File: src/spih_pkg.sv
// spih_pkg: constants shared by the serial control port ends.
// assumes both ends run on one 20 MHz clock and import this package whole.
package spih_pkg;

  // ---------------------------------------------------------------
  // instruction codes
  // ---------------------------------------------------------------
  localparam logic [7:0] INS_WRITE    = 8'h02;
  localparam logic [7:0] INS_READ     = 8'h03;
  localparam logic [7:0] INS_BUF_READ = 8'h04;

  // ---------------------------------------------------------------
  // register map and reset values
  // ---------------------------------------------------------------
  localparam logic [7:0] ADDR_TRACE_ADDR = 8'h00;
  localparam logic [7:0] ADDR_TRACE_DATA = 8'h01;
  localparam logic [7:0] ADDR_MODE_ONE   = 8'h03;
  localparam logic [7:0] ADDR_FLAGS      = 8'h04;
  localparam logic [7:0] ADDR_SUPPRESS   = 8'h05;
  localparam logic [7:0] FLAGS_RESET     = 8'hFF;
  localparam logic [7:0] REG_RESET       = 8'h00;

  // ---------------------------------------------------------------
  // field positions
  // ---------------------------------------------------------------
  localparam int SEL_RUN_BIT  = 0;
  localparam int SEL_IRQ_BIT  = 1;
  localparam int SEL_CLK_BIT  = 2;
  localparam int IRQ_POL_BIT  = 5;
  localparam int F_WAKE_A     = 0;
  localparam int F_LOCK_A     = 1;
  localparam int F_ID_A       = 2;
  localparam int F_END_A      = 3;
  localparam int F_WAKE_B     = 4;
  localparam int F_LOCK_B     = 5;
  localparam int F_ID_B       = 6;
  localparam int F_END_B      = 7;
  localparam int STAT_OVF_BIT = 7;
  localparam int STAT_CNT_W   = 6;

  // ---------------------------------------------------------------
  // sizes and timing
  // ---------------------------------------------------------------
  localparam int BYTE_BITS    = 8;
  localparam int BUF_BITS_DEF = 32;
  localparam int HOST_HALF_NS = 400;
  localparam int CLK_PERIOD_NS = 50;
  localparam int HOST_HALF_DEF = HOST_HALF_NS / CLK_PERIOD_NS;
  localparam logic [2:0] DEV_PIN_IDLE   = 3'h4;
  localparam logic [0:0] HOST_MISO_IDLE = 1'h0;

  typedef enum logic [1:0] {
    OP_WRITE = 2'b00,
    OP_READ  = 2'b01,
    OP_BUF   = 2'b10
  } spih_op_e;

endpackage : spih_pkg

File: src/spih_if.sv
// spih_if: serial link and shared output pins between host and device.
// assumes a testbench joins the two ends; miso_oe tells when miso is driven.
`timescale 1ns/100ps
interface spih_if;
  logic chip_select_n;
  logic sck;
  logic mosi;
  logic miso;
  logic miso_oe;
  logic irq_pin;
  logic clk_data_pin;
  logic run_pin;

  modport device (
    input  chip_select_n,
    input  sck,
    input  mosi,
    output miso,
    output miso_oe,
    output irq_pin,
    output clk_data_pin,
    output run_pin
  );

  modport host (
    output chip_select_n,
    output sck,
    output mosi,
    input  miso,
    input  miso_oe,
    input  irq_pin,
    input  clk_data_pin,
    input  run_pin
  );
endinterface : spih_if

File: src/spih_sync.sv
// spih_sync: two-flop synchroniser for pins from the other party.
// assumes the inputs are levels; the first stage feeds only the second.
`timescale 1ns/100ps
module spih_sync #(
  parameter int           W   = 1,
  parameter logic [W-1:0] RST = '0
) (
  input  wire logic         clk,
  input  wire logic         rst_n,
  input  wire logic [W-1:0] din,
  output logic      [W-1:0] dout
);
  logic [W-1:0] meta_q;

  always_ff @(posedge clk or negedge rst_n) begin
    if (!rst_n) begin
      meta_q <= RST;
      dout   <= RST;
    end else begin
      meta_q <= din;
      dout   <= meta_q;
    end
  end
endmodule : spih_sync

File: src/spih_device.sv
// spih_device: serial control port slave plus interrupt unit of the receiver.
// assumes events and pin sources come from logic on clk; link pins are synchronised.
//
// Notes on behaviour
// - three mode bits route three shared pins
// - irq select bit: interrupt or data strobe
// - polarity bit five inverts interrupt to high
// - events set flags; unsuppressed flags raise interrupt
// - reset event sets all flags, pin low
// - first event after reset clears all, releases
// - wakeup clears frame locks and other wakeup
// - frame lock clears ends, ids, other lock
// - reading flags clears them after shifting out
// - reset indication interrupt cannot be suppressed
// - locked buffer message end holds interrupt
// - flag order: B end,id,lock,wake then A
// - suppress bit one masks matching flag
// - sample on rising, shift on falling
// - master frames every operation with select low
// - many frames per select, new instruction switches
// - msb first except buffer in arrival order
// - read: instruction, address, then data out
// - write: instruction, address, data stored
// - writes copy address and data to traces
// - buffer read: bits then count status byte
// - decode codes 02 write, 03 read, 04 buffer
// - status: count low six, overflow bit seven
`timescale 1ns/100ps
module spih_device
  import spih_pkg::*;
#(
  parameter int BUF_W = BUF_BITS_DEF
) (
  input  wire logic                  clk,
  input  wire logic                  rst_n,
  spih_if.device                     link,
  input  wire logic [7:0]            events,
  input  wire logic                  reset_event,
  input  wire logic                  buffer_lock_enable,
  input  wire logic                  host_run_mode,
  input  wire logic [BUF_W-1:0]      buf_bits,
  input  wire logic [STAT_CNT_W-1:0] buf_count,
  input  wire logic                  buf_overflow,
  input  wire logic                  divided_clock_out,
  input  wire logic                  rx_data,
  input  wire logic                  rx_data_strobe,
  input  wire logic                  rx_running,
  output logic                       buf_read_done
);
  localparam int TW = BUF_W + BYTE_BITS;
  localparam int CW = $clog2(TW + 1);

  typedef enum logic [2:0] {
    ST_INSTR = 3'b000,
    ST_ADDR  = 3'b001,
    ST_WDATA = 3'b010,
    ST_RDATA = 3'b011,
    ST_BUF   = 3'b100,
    ST_SKIP  = 3'b101
  } spih_dst_e;

  typedef struct packed {
    spih_dst_e     st;
    logic [CW-1:0] cnt;
    logic [7:0]    sh;
    logic [7:0]    addr;
    logic          is_write;
    logic [TW-1:0] tx;
    logic          sck_prev;
    logic          miso;
    logic          miso_oe;
    logic [7:0]    mode_one;
    logic [7:0]    suppress;
    logic [7:0]    flags;
    logic [7:0]    during_read;
    logic          after_reset, lock_hold;
    logic [7:0]    trace_addr, trace_data;
    logic          irq_pin, clk_data_pin, run_pin, buf_done;
  } spih_dev_s;

  localparam spih_dev_s DEV_RST = '{st: ST_INSTR, flags: FLAGS_RESET, after_reset: 1'b1, default: '0};

  // ---------------------------------------------------------------
  // pin synchronisers
  // ---------------------------------------------------------------
  logic cs_n_s, sck_s, mosi_s;

  spih_sync #(.W(3), .RST(DEV_PIN_IDLE)) u_sync (
    .clk(clk), .rst_n(rst_n), .din({link.chip_select_n, link.sck, link.mosi}), .dout({cs_n_s, sck_s, mosi_s})
  );

  // ---------------------------------------------------------------
  // next state
  // ---------------------------------------------------------------
  spih_dev_s q;
  spih_dev_s d;

  function automatic logic [7:0] reg_read(input logic [7:0] a, input spih_dev_s s);
    logic [7:0] v;
    v = REG_RESET;
    unique case (a)
      ADDR_TRACE_ADDR: v = s.trace_addr;
      ADDR_TRACE_DATA: v = s.trace_data;
      ADDR_FLAGS:      v = s.flags;
      default:         v = REG_RESET;
    endcase
    return v;
  endfunction : reg_read

  always_comb begin
    logic       rise, fall, byte_end, rd_clear, snap, active, level;
    logic [7:0] bit_in, clr, base;
    rise     = sck_s & ~q.sck_prev;
    fall     = ~sck_s & q.sck_prev;
    bit_in   = {q.sh[6:0], mosi_s};
    byte_end = (q.cnt == CW'(BYTE_BITS - 1));
    rd_clear = 1'b0;
    snap     = 1'b0;
    clr      = '0;
    base     = q.flags;
    active   = 1'b0;
    level    = 1'b1;
    d          = q;
    d.sck_prev = sck_s;
    d.miso_oe  = ~cs_n_s;
    d.buf_done = 1'b0;

    if (cs_n_s) begin
      d.st  = ST_INSTR;
      d.cnt = '0;
    end else if (rise) begin
      d.sh  = bit_in;
      d.cnt = q.cnt + CW'(1);
      unique case (q.st)
        ST_INSTR: if (byte_end) begin
          d.cnt = '0;
          unique case (bit_in)
            INS_WRITE, INS_READ: begin
              d.st       = ST_ADDR;
              d.is_write = (bit_in == INS_WRITE);
            end
            INS_BUF_READ: begin
              d.st = ST_BUF;
              d.tx = {buf_bits, buf_overflow, 1'b0, buf_count};
            end
            default: d.st = ST_SKIP;
          endcase
        end
        ST_ADDR: if (byte_end) begin
          d.cnt  = '0;
          d.addr = bit_in;
          if (q.is_write) begin
            d.st = ST_WDATA;
          end else begin
            d.st = ST_RDATA;
            d.tx = {reg_read(bit_in, q), {BUF_W{1'b0}}};
            snap = (bit_in == ADDR_FLAGS);
          end
        end
        ST_WDATA: if (byte_end) begin
          d.cnt = '0;
          d.st  = ST_INSTR;
          unique case (q.addr)
            ADDR_MODE_ONE: d.mode_one = bit_in;
            ADDR_SUPPRESS: d.suppress = bit_in;
            default: ;
          endcase
          d.trace_addr = q.addr;
          d.trace_data = bit_in;
        end
        ST_RDATA: if (byte_end) begin
          d.cnt    = '0;
          d.st     = ST_INSTR;
          rd_clear = (q.addr == ADDR_FLAGS);
        end
        ST_BUF: if (q.cnt == CW'(TW - 1)) begin
          d.cnt      = '0;
          d.st       = ST_INSTR;
          d.buf_done = 1'b1;
        end
        ST_SKIP: d.cnt = '0;
        default: d.st = ST_SKIP;
      endcase
    end else if (fall) begin
      d.miso = q.tx[TW-1];
      d.tx   = {q.tx[TW-2:0], 1'b0};
    end

    // ---------------------------------------------------------------
    // interrupt unit
    // ---------------------------------------------------------------
    // wakeup and frame lock side clears
    if (events[F_WAKE_A]) clr = clr | (8'h01 << F_LOCK_A) | (8'h01 << F_LOCK_B) | (8'h01 << F_WAKE_B);
    if (events[F_WAKE_B]) clr = clr | (8'h01 << F_LOCK_A) | (8'h01 << F_LOCK_B) | (8'h01 << F_WAKE_A);
    if (events[F_LOCK_A] | events[F_LOCK_B]) begin
      clr = clr | (8'h01 << F_END_A) | (8'h01 << F_END_B) | (8'h01 << F_ID_A) | (8'h01 << F_ID_B);
    end
    if (events[F_LOCK_A]) clr = clr | (8'h01 << F_LOCK_B);
    if (events[F_LOCK_B]) clr = clr | (8'h01 << F_LOCK_A);

    d.during_read = (snap ? REG_RESET : q.during_read) | events;
    base = rd_clear ? q.during_read : q.flags;

    if (reset_event) begin
      d.flags       = FLAGS_RESET;
      d.after_reset = 1'b1;
    // first event clears even if suppressed
    end else if (q.after_reset && (|events)) begin
      d.flags       = REG_RESET;
      d.after_reset = 1'b0;
    end else begin
      d.flags = (base & ~clr) | events;
      if (rd_clear) begin
        d.after_reset = 1'b0;
      end
    end

    if (buffer_lock_enable && host_run_mode && (events[F_END_A] | events[F_END_B])) begin
      d.lock_hold = 1'b1;
    end else if (q.buf_done) begin
      d.lock_hold = 1'b0;
    end

    active = q.after_reset | (|(q.flags & ~q.suppress)) | q.lock_hold;
    level = q.mode_one[IRQ_POL_BIT] ? active : ~active;
    d.irq_pin      = q.mode_one[SEL_IRQ_BIT] ? rx_data_strobe : level;
    d.clk_data_pin = q.mode_one[SEL_CLK_BIT] ? rx_data : divided_clock_out;
    d.run_pin      = q.mode_one[SEL_RUN_BIT] ? rx_data : rx_running;
  end

  // ---------------------------------------------------------------
  // state register
  // ---------------------------------------------------------------
  always_ff @(posedge clk or negedge rst_n) begin
    if (!rst_n) begin
      q <= DEV_RST;
    end else begin
      q <= d;
    end
  end

  assign link.miso         = q.miso;
  assign link.miso_oe      = q.miso_oe;
  assign link.irq_pin      = q.irq_pin;
  assign link.clk_data_pin = q.clk_data_pin;
  assign link.run_pin      = q.run_pin;
  assign buf_read_done     = q.buf_done;
endmodule : spih_device

File: src/flat_wrapper.sv
// flat-port wrapper written by rule: the top's interface ports become plain ports
module spih_device_flat import spih_pkg::*;
#(
  parameter int BUF_W = BUF_BITS_DEF
)
  (clk, rst_n, events, reset_event, buffer_lock_enable, host_run_mode, buf_bits, buf_count, buf_overflow, divided_clock_out, rx_data, rx_data_strobe, rx_running, buf_read_done, link_chip_select_n, link_sck, link_mosi, link_miso, link_miso_oe, link_irq_pin, link_clk_data_pin, link_run_pin);
  spih_if link_i ();
  input  wire logic clk;
  input  wire logic rst_n;
  input  wire logic [7:0] events;
  input  wire logic reset_event;
  input  wire logic buffer_lock_enable;
  input  wire logic host_run_mode;
  input  wire logic [BUF_W-1:0] buf_bits;
  input  wire logic [STAT_CNT_W-1:0] buf_count;
  input  wire logic buf_overflow;
  input  wire logic divided_clock_out;
  input  wire logic rx_data;
  input  wire logic rx_data_strobe;
  input  wire logic rx_running;
  output logic buf_read_done;
  input wire logic [$bits(link_i.chip_select_n)-1:0] link_chip_select_n;
  input wire logic [$bits(link_i.sck)-1:0] link_sck;
  input wire logic [$bits(link_i.mosi)-1:0] link_mosi;
  output wire logic [$bits(link_i.miso)-1:0] link_miso;
  output wire logic [$bits(link_i.miso_oe)-1:0] link_miso_oe;
  output wire logic [$bits(link_i.irq_pin)-1:0] link_irq_pin;
  output wire logic [$bits(link_i.clk_data_pin)-1:0] link_clk_data_pin;
  output wire logic [$bits(link_i.run_pin)-1:0] link_run_pin;
  assign link_i.chip_select_n = link_chip_select_n;
  assign link_i.sck = link_sck;
  assign link_i.mosi = link_mosi;
  assign link_miso = link_i.miso;
  assign link_miso_oe = link_i.miso_oe;
  assign link_irq_pin = link_i.irq_pin;
  assign link_clk_data_pin = link_i.clk_data_pin;
  assign link_run_pin = link_i.run_pin;
  spih_device #(.BUF_W(BUF_W)) u_core (.clk(clk), .rst_n(rst_n), .link(link_i), .events(events), .reset_event(reset_event), .buffer_lock_enable(buffer_lock_enable), .host_run_mode(host_run_mode), .buf_bits(buf_bits), .buf_count(buf_count), .buf_overflow(buf_overflow), .divided_clock_out(divided_clock_out), .rx_data(rx_data), .rx_data_strobe(rx_data_strobe), .rx_running(rx_running), .buf_read_done(buf_read_done));
endmodule
File: config.mk
export PLATFORM = sky130hd
export DESIGN_NAME = spih_device_flat
export DESIGN_NICKNAME = d
export VERILOG_FILES = /design/src/spih_pkg.sv /design/src/spih_if.sv /design/src/spih_sync.sv /design/src/spih_device.sv /design/src/flat_wrapper.sv
export SDC_FILE = /design/constraint.sdc
export NUM_CORES = 1
export LEC_CHECK = 0
export BUFFER_PORTS_ARGS = -buffer_cell sky130_fd_sc_hd__buf_2
export CORE_MARGIN = 1
export CORE_UTILIZATION = 45
export DETAILED_ROUTE_END_ITERATION = 10
export PLACE_DENSITY = 0.72
export SYNTH_ARGS = -nofsm -noshare
export SYNTH_HDL_FRONTEND = slang
export SYNTH_SLANG_ARGS = --single-unit
File: constraint.sdc
create_clock -name clk -period 3.8 [get_ports clk]
set_input_delay 0.76 -clock clk [delete_from_list [all_inputs] [get_ports clk]]
set_output_delay 0.76 -clock clk [all_outputs]
set_load 0.02 [all_outputs]
Yosys cells after proc, flatten, opt, wreduce, memory -nomap -nowiden
Index checks and enable logic that the tools add are counted.

cells by class
  multiplexer cells = 53
  equal/unequal tests = 24
  reduce and logical (&&, ||, !) cells = 22
  bitwise gates (word level) = 17
  add/subtract/negate cells = 1

operators by type and width
  operator            number
  $mux 40             5
  $pmux 40 s2         1
  $mux 8              7
  $mux 9              5
  $mux 41             1
  $pmux 6 s5          1
  $mux 26             1
  $mux 1              25
  $eq 8x2->1 const B  3
  $eq 8x3->1 const B  3
  $pmux 8 s3          1
  $mux 6              3
  $and 8x8->8         2
  $not 8->8           2
  $or 8x8->8          2
  $reduce_or 8->1     2
  $ne 3x2->1 const B  5
  $pmux 3 s5          1
  $reduce_and 5->1    3
  $ne 3x3->1 const B  3
  $eq 8x1->1 const B  1
  $logic_not 8->1     1
  $reduce_and 4->1    2
  $reduce_and 7->1    1
  other kinds (21)    36

storage, ports and cells
  register bits after elaboration = 127
  logic and storage cells = 140
  input port bits = 59
  output and inout port bits = 6

Logic depth before layout (Yosys ltp)
  word-level depth = 10
  mapped depth = 9
  mapped depth without buffers = 6

By module
Synthesis repeated with hierarchy kept, for this count alone.

second synthesis, totals
  cells, all modules = 499
  area, all modules = 5,914.4 µm²

modules (own cells, without submodules)
  module       sequential area each (µm²)  cells an instance  times used  area each (µm²)
  spih_device  2,964.1                     493                1           5,761.8
  spih_sync    152.6                       6                  1           152.6

Worst setup path before layout
OpenSTA, ideal clock, no wires.

  path kind = reg2reg
  from = reg u_core.u_sync.dout[1]
  to = reg u_core.q[58] (netlist bit)
  path slack = 1.593 ns
  data arrival time = 2.083 ns
  setup time = 0.125 ns
  required time = 3.675 ns
  stages on the path, launching flop included = 8
  buffers on the path = 1
  period minus slack after synthesis = 2.207 ns
  path through = dfrtp_1 -> inv_1 -> ha_1 -> or3_1 -> a31o_2 -> o32ai_2 -> buf_2 -> mux2_2

between the ends
  word-level cells in the longest chain between the ends = 4
  elaborated cells between the ends (all ways) = 11
  classes of those cells = eq/ne (5); mux (1); bitwise (3); reduce/logical (2)

ends and longest elaborated chain
  element                             RTL line            source
  start: declaration                  spih_sync.sv:11     output logic [W-1:0] dout
  start signal: assignment            spih_sync.sv:21     dout <= meta_q;
  $not 1->1                           spih_device.sv:114  fall = ~sck_s & q.sck_prev;
  $and 1x1->1                         spih_device.sv:114
  $reduce_bool 2->1 (no source line)  -
  $reduce_and 7->1 (no source line)   -
  end signal: assignment              spih_device.sv:236  q <= DEV_RST;
  end signal: assignment              spih_device.sv:238  q <= d;
  end: declaration                    spih_device.sv:95   spih_dev_s q;

Parallel ways exist; a longest one is shown, timed or not.
A chain may end at the register's enable or synchronous reset.

==> reports/qor.yml <==
run_status:
  status: "finished, final reports clean"
synth:
  yosysTopAreaCell: "dfrtp_1"
  synth_cells: 502
  yosysUniqueCellTypes: 60
  ys_ff_latch: 124
  synth-edff-count: 0
  syn-cell-area_um2: 5911
  synth_top_family_by_area: "multiplexers"
  synth.area.top_cells: "dfrtp_1, mux2_2, dfstp_2, a22o_1, nand2_1"
  yosysTopAreaCellShare_pct: 47.84
  synth-adder-area-share_pct: 0.6351
  synthMuxAreaShare_pct: 16.00
  synth-simple-area-share_pct: 11.85
  async_flop_share_pct: 100.0
  syn-num-nets: 564
  synth_compound_area_share_pct: 14.90
  synthXorXnorAreaFrac_pct: 0
  synth_commonest_cells: "dfrtp_1, mux2_2, nand2_1"
  avgSynthCellArea_um2: 11.77
  synthMostInstantiatedCell: "dfrtp_1"
  ys_warn_count: 0
  ys_seq_area_share_pct: 52.73
  synth-main-ff-cell: "dfrtp_1"
detailed_routing:
  drc: 0
  totalWireLength_mm: 13.64
  vias_per_cell: 5.870
  wl_per_cell_um: 18.27
  ant_nets: 0
  first_pass_iters: 8
  drt-initial-drc-count: 362
  via_count: 4385
clock_network:
  cts-root-buf: "clkbuf_16"
  cts_buffers: 17
  cts_tree: "yes"
  cts.repair.resized: 0
  cts_setup_buffers: 0
  htreeDepth: 4
  clk_latency_ns: 0.42
  cts_max_path_buffers: 2
  clkTransAtPathRegs_ns: 0.06
  ctsHoldBuffers: 0
  cts_sinks: 124
final_layout:
  final-seq-area_um2: 3117
  n_fill_cell: 1077
  drive_above_1_share_pct: 34.61
  syn2layout_area_growth_pct: 18.10
  multi_input_area_um2: 2576
  antennaDiodeCount: 0
  nNetsFinal: 624
sta:
  hold_viol: 0
  whs_ns: 0.3516
  period_needed_ns: 2.891
  tns_ns: 0
  maxSlewHeadroom_pct: 38.93
  post-route-period-util_pct: 76.07
  report.final.slew_viol_count: 0
  finClkSkew_ns: 0.008714
  clock.fmax_mhz: 346.0
  tightest_slew_ns: 0.9160
  rsz0062_at_grt: "false"
  setup_viol: 0
critical_path:
  crit_chain: "inv_1 > ha_1 > nand2b_1 > nor4_4 > buf_4 > or3b_1 > a21o_1"
  reg2reg_slack_ns: 0.91
  cp.required_ns: 4.10
  crit_path_start_kind: "flop"
  worstPathArrival_ns: 3.20
  r2r_end: "u_core.q[29]"
  worst_path_largest_cell_delay_ns: 0.64
  cp_slowest_cell: "ha_1"
  r2r-start: "u_core.q[56]"
  path_class: "flop to flop"
  crit_fanout: 23
  reg2regPathDepth: 7
  crit_path_end_kind: "flop"
global_route:
  antenna_found_initial: 0
  grt_pass1_wl_mm: 22.19
  track_usage_pct: 21.85
  grt_pass1_vias: 4362
  grt_start_max_net_pins: 71
  gr-total-overflow: 0
place:
  place_hpwl_mm: 9.123
  gp_congestion: 0.8225
  portBuffers: 64
min_path:
  whs_path_depth: 0
  hp-start: "u_core.u_sync.meta_q[0]"
  hp-class: "flop to flop"
  hold_end: "u_core.u_sync.dout[0]"
floorplan:
  dieArea_um2: 13600
  die_y_um: 116.6
  rows: 41
  core_area_um2: 12720
  fp.dieW_um: 116.6
  start_util_pct: 46.46
  ios: 65
power:
  power.density_nw_per_um2: 477.0
  ir_drop_mv: 0.2929
  p_leak_nw: 3.219
run:
  max_cap_viol_count: 0
critical path: cells and delay by family (launching register included):
family / cells / cell delay [ns]
AO/OA/AOI/OAI: 1 / 0.24
flip-flops: 1 / 0.38
AND/OR/NAND/NOR: 3 / 1.22
adder cells (fa/ha/maj): 1 / 0.64
buffers and inverters: 2 / 0.28
cell type report:
cell class	count	share of cell area, %
clock inverters	11	2.008
repair buffers	73	5.592
flip-flops and latches	124	44.65
clock buffers	21	6.740
inverters	19	1.022
multi-input cells	327	36.91
well taps	172	3.083
layout by cell type, fill, tap and decap left out, types with 11 or more instances in the layout:
cell       synthesis  routed
a21oi_1           14      14
a22o_1            30      30
buf_2              6      63
clkbuf_16          0      17
dfrtp_1          113     113
dfstp_2           11      11
inv_1             18      18
mux2_2            76      76
nand2_1           41      41
nor2_1            13      13
nor2b_1           14      14
o21ai_0           14      14
worst max-delay path by stage:
stage                          startpoint            to  slack (ns)  cells after the start
floorplan           u_core.u_sync.dout[1]  u_core.q[58]        1.59                      7
global placement             u_core.q[56]  u_core.q[24]        1.04                      7
detailed placement           u_core.q[56]  u_core.q[29]        0.96                      7
CTS                          u_core.q[56]  u_core.q[29]        0.94                      7
global route                 u_core.q[56]  u_core.q[22]        0.72                      7
finish                       u_core.q[56]  u_core.q[29]        0.91                      7
where the power goes:
group	leakage, nW	internal (W)	switching [W]
sequential	1.62	0.00137	0.0000635
combinational	1.29	0.000100	0.000141
clock	0.303	0.00108	0.000581
total	3.22	0.00255	0.000785
routing by layer:
layer	GRT usage (%)	vias up	part of all wire [%]
met5	0	-	0
met4	9.873	0	1.8
met3	5.760	20	7.2
met2	32.35	178	46
met1	30.13	2195	45
li1	-	1992	-
through the flow:
step	util [%]	power [W]	instances	cell area [um2]	setup WS, ns
detailed placement	50.07	0.001689	715	6370	0.9603
global placement	50.07	0.001686	715	6370	1.036
floorplan	-	0.001561	502	5911	1.593
CTS	54.87	0.003355	747	6980	0.9403
global route	54.87	0.003440	747	6980	0.7194
finish	54.87	0.003330	747	6980	0.9094
flip-flops by register name, summed over array words and instances (netlist names):
register / count
u_core.link.clk_data_pin: 1
u_core.q: 112
u_core.u_sync.dout: 3
u_core.buf_read_done: 1
u_core.link.irq_pin: 1
u_core.u_sync.meta_q: 3
u_core.link.run_pin: 1
u_core.link.miso_oe: 1
u_core.link.miso: 1
kinds of logic after synthesis:
logic type | after synthesis
adder cells (fa/ha/maj) | 3
AO/OA/AOI/OAI | 115
AND/OR/NAND/NOR | 124
flip-flops | 124
buffers and inverters | 51
multiplexers | 85
No activity file was read; power rests on OpenSTA's default activity.
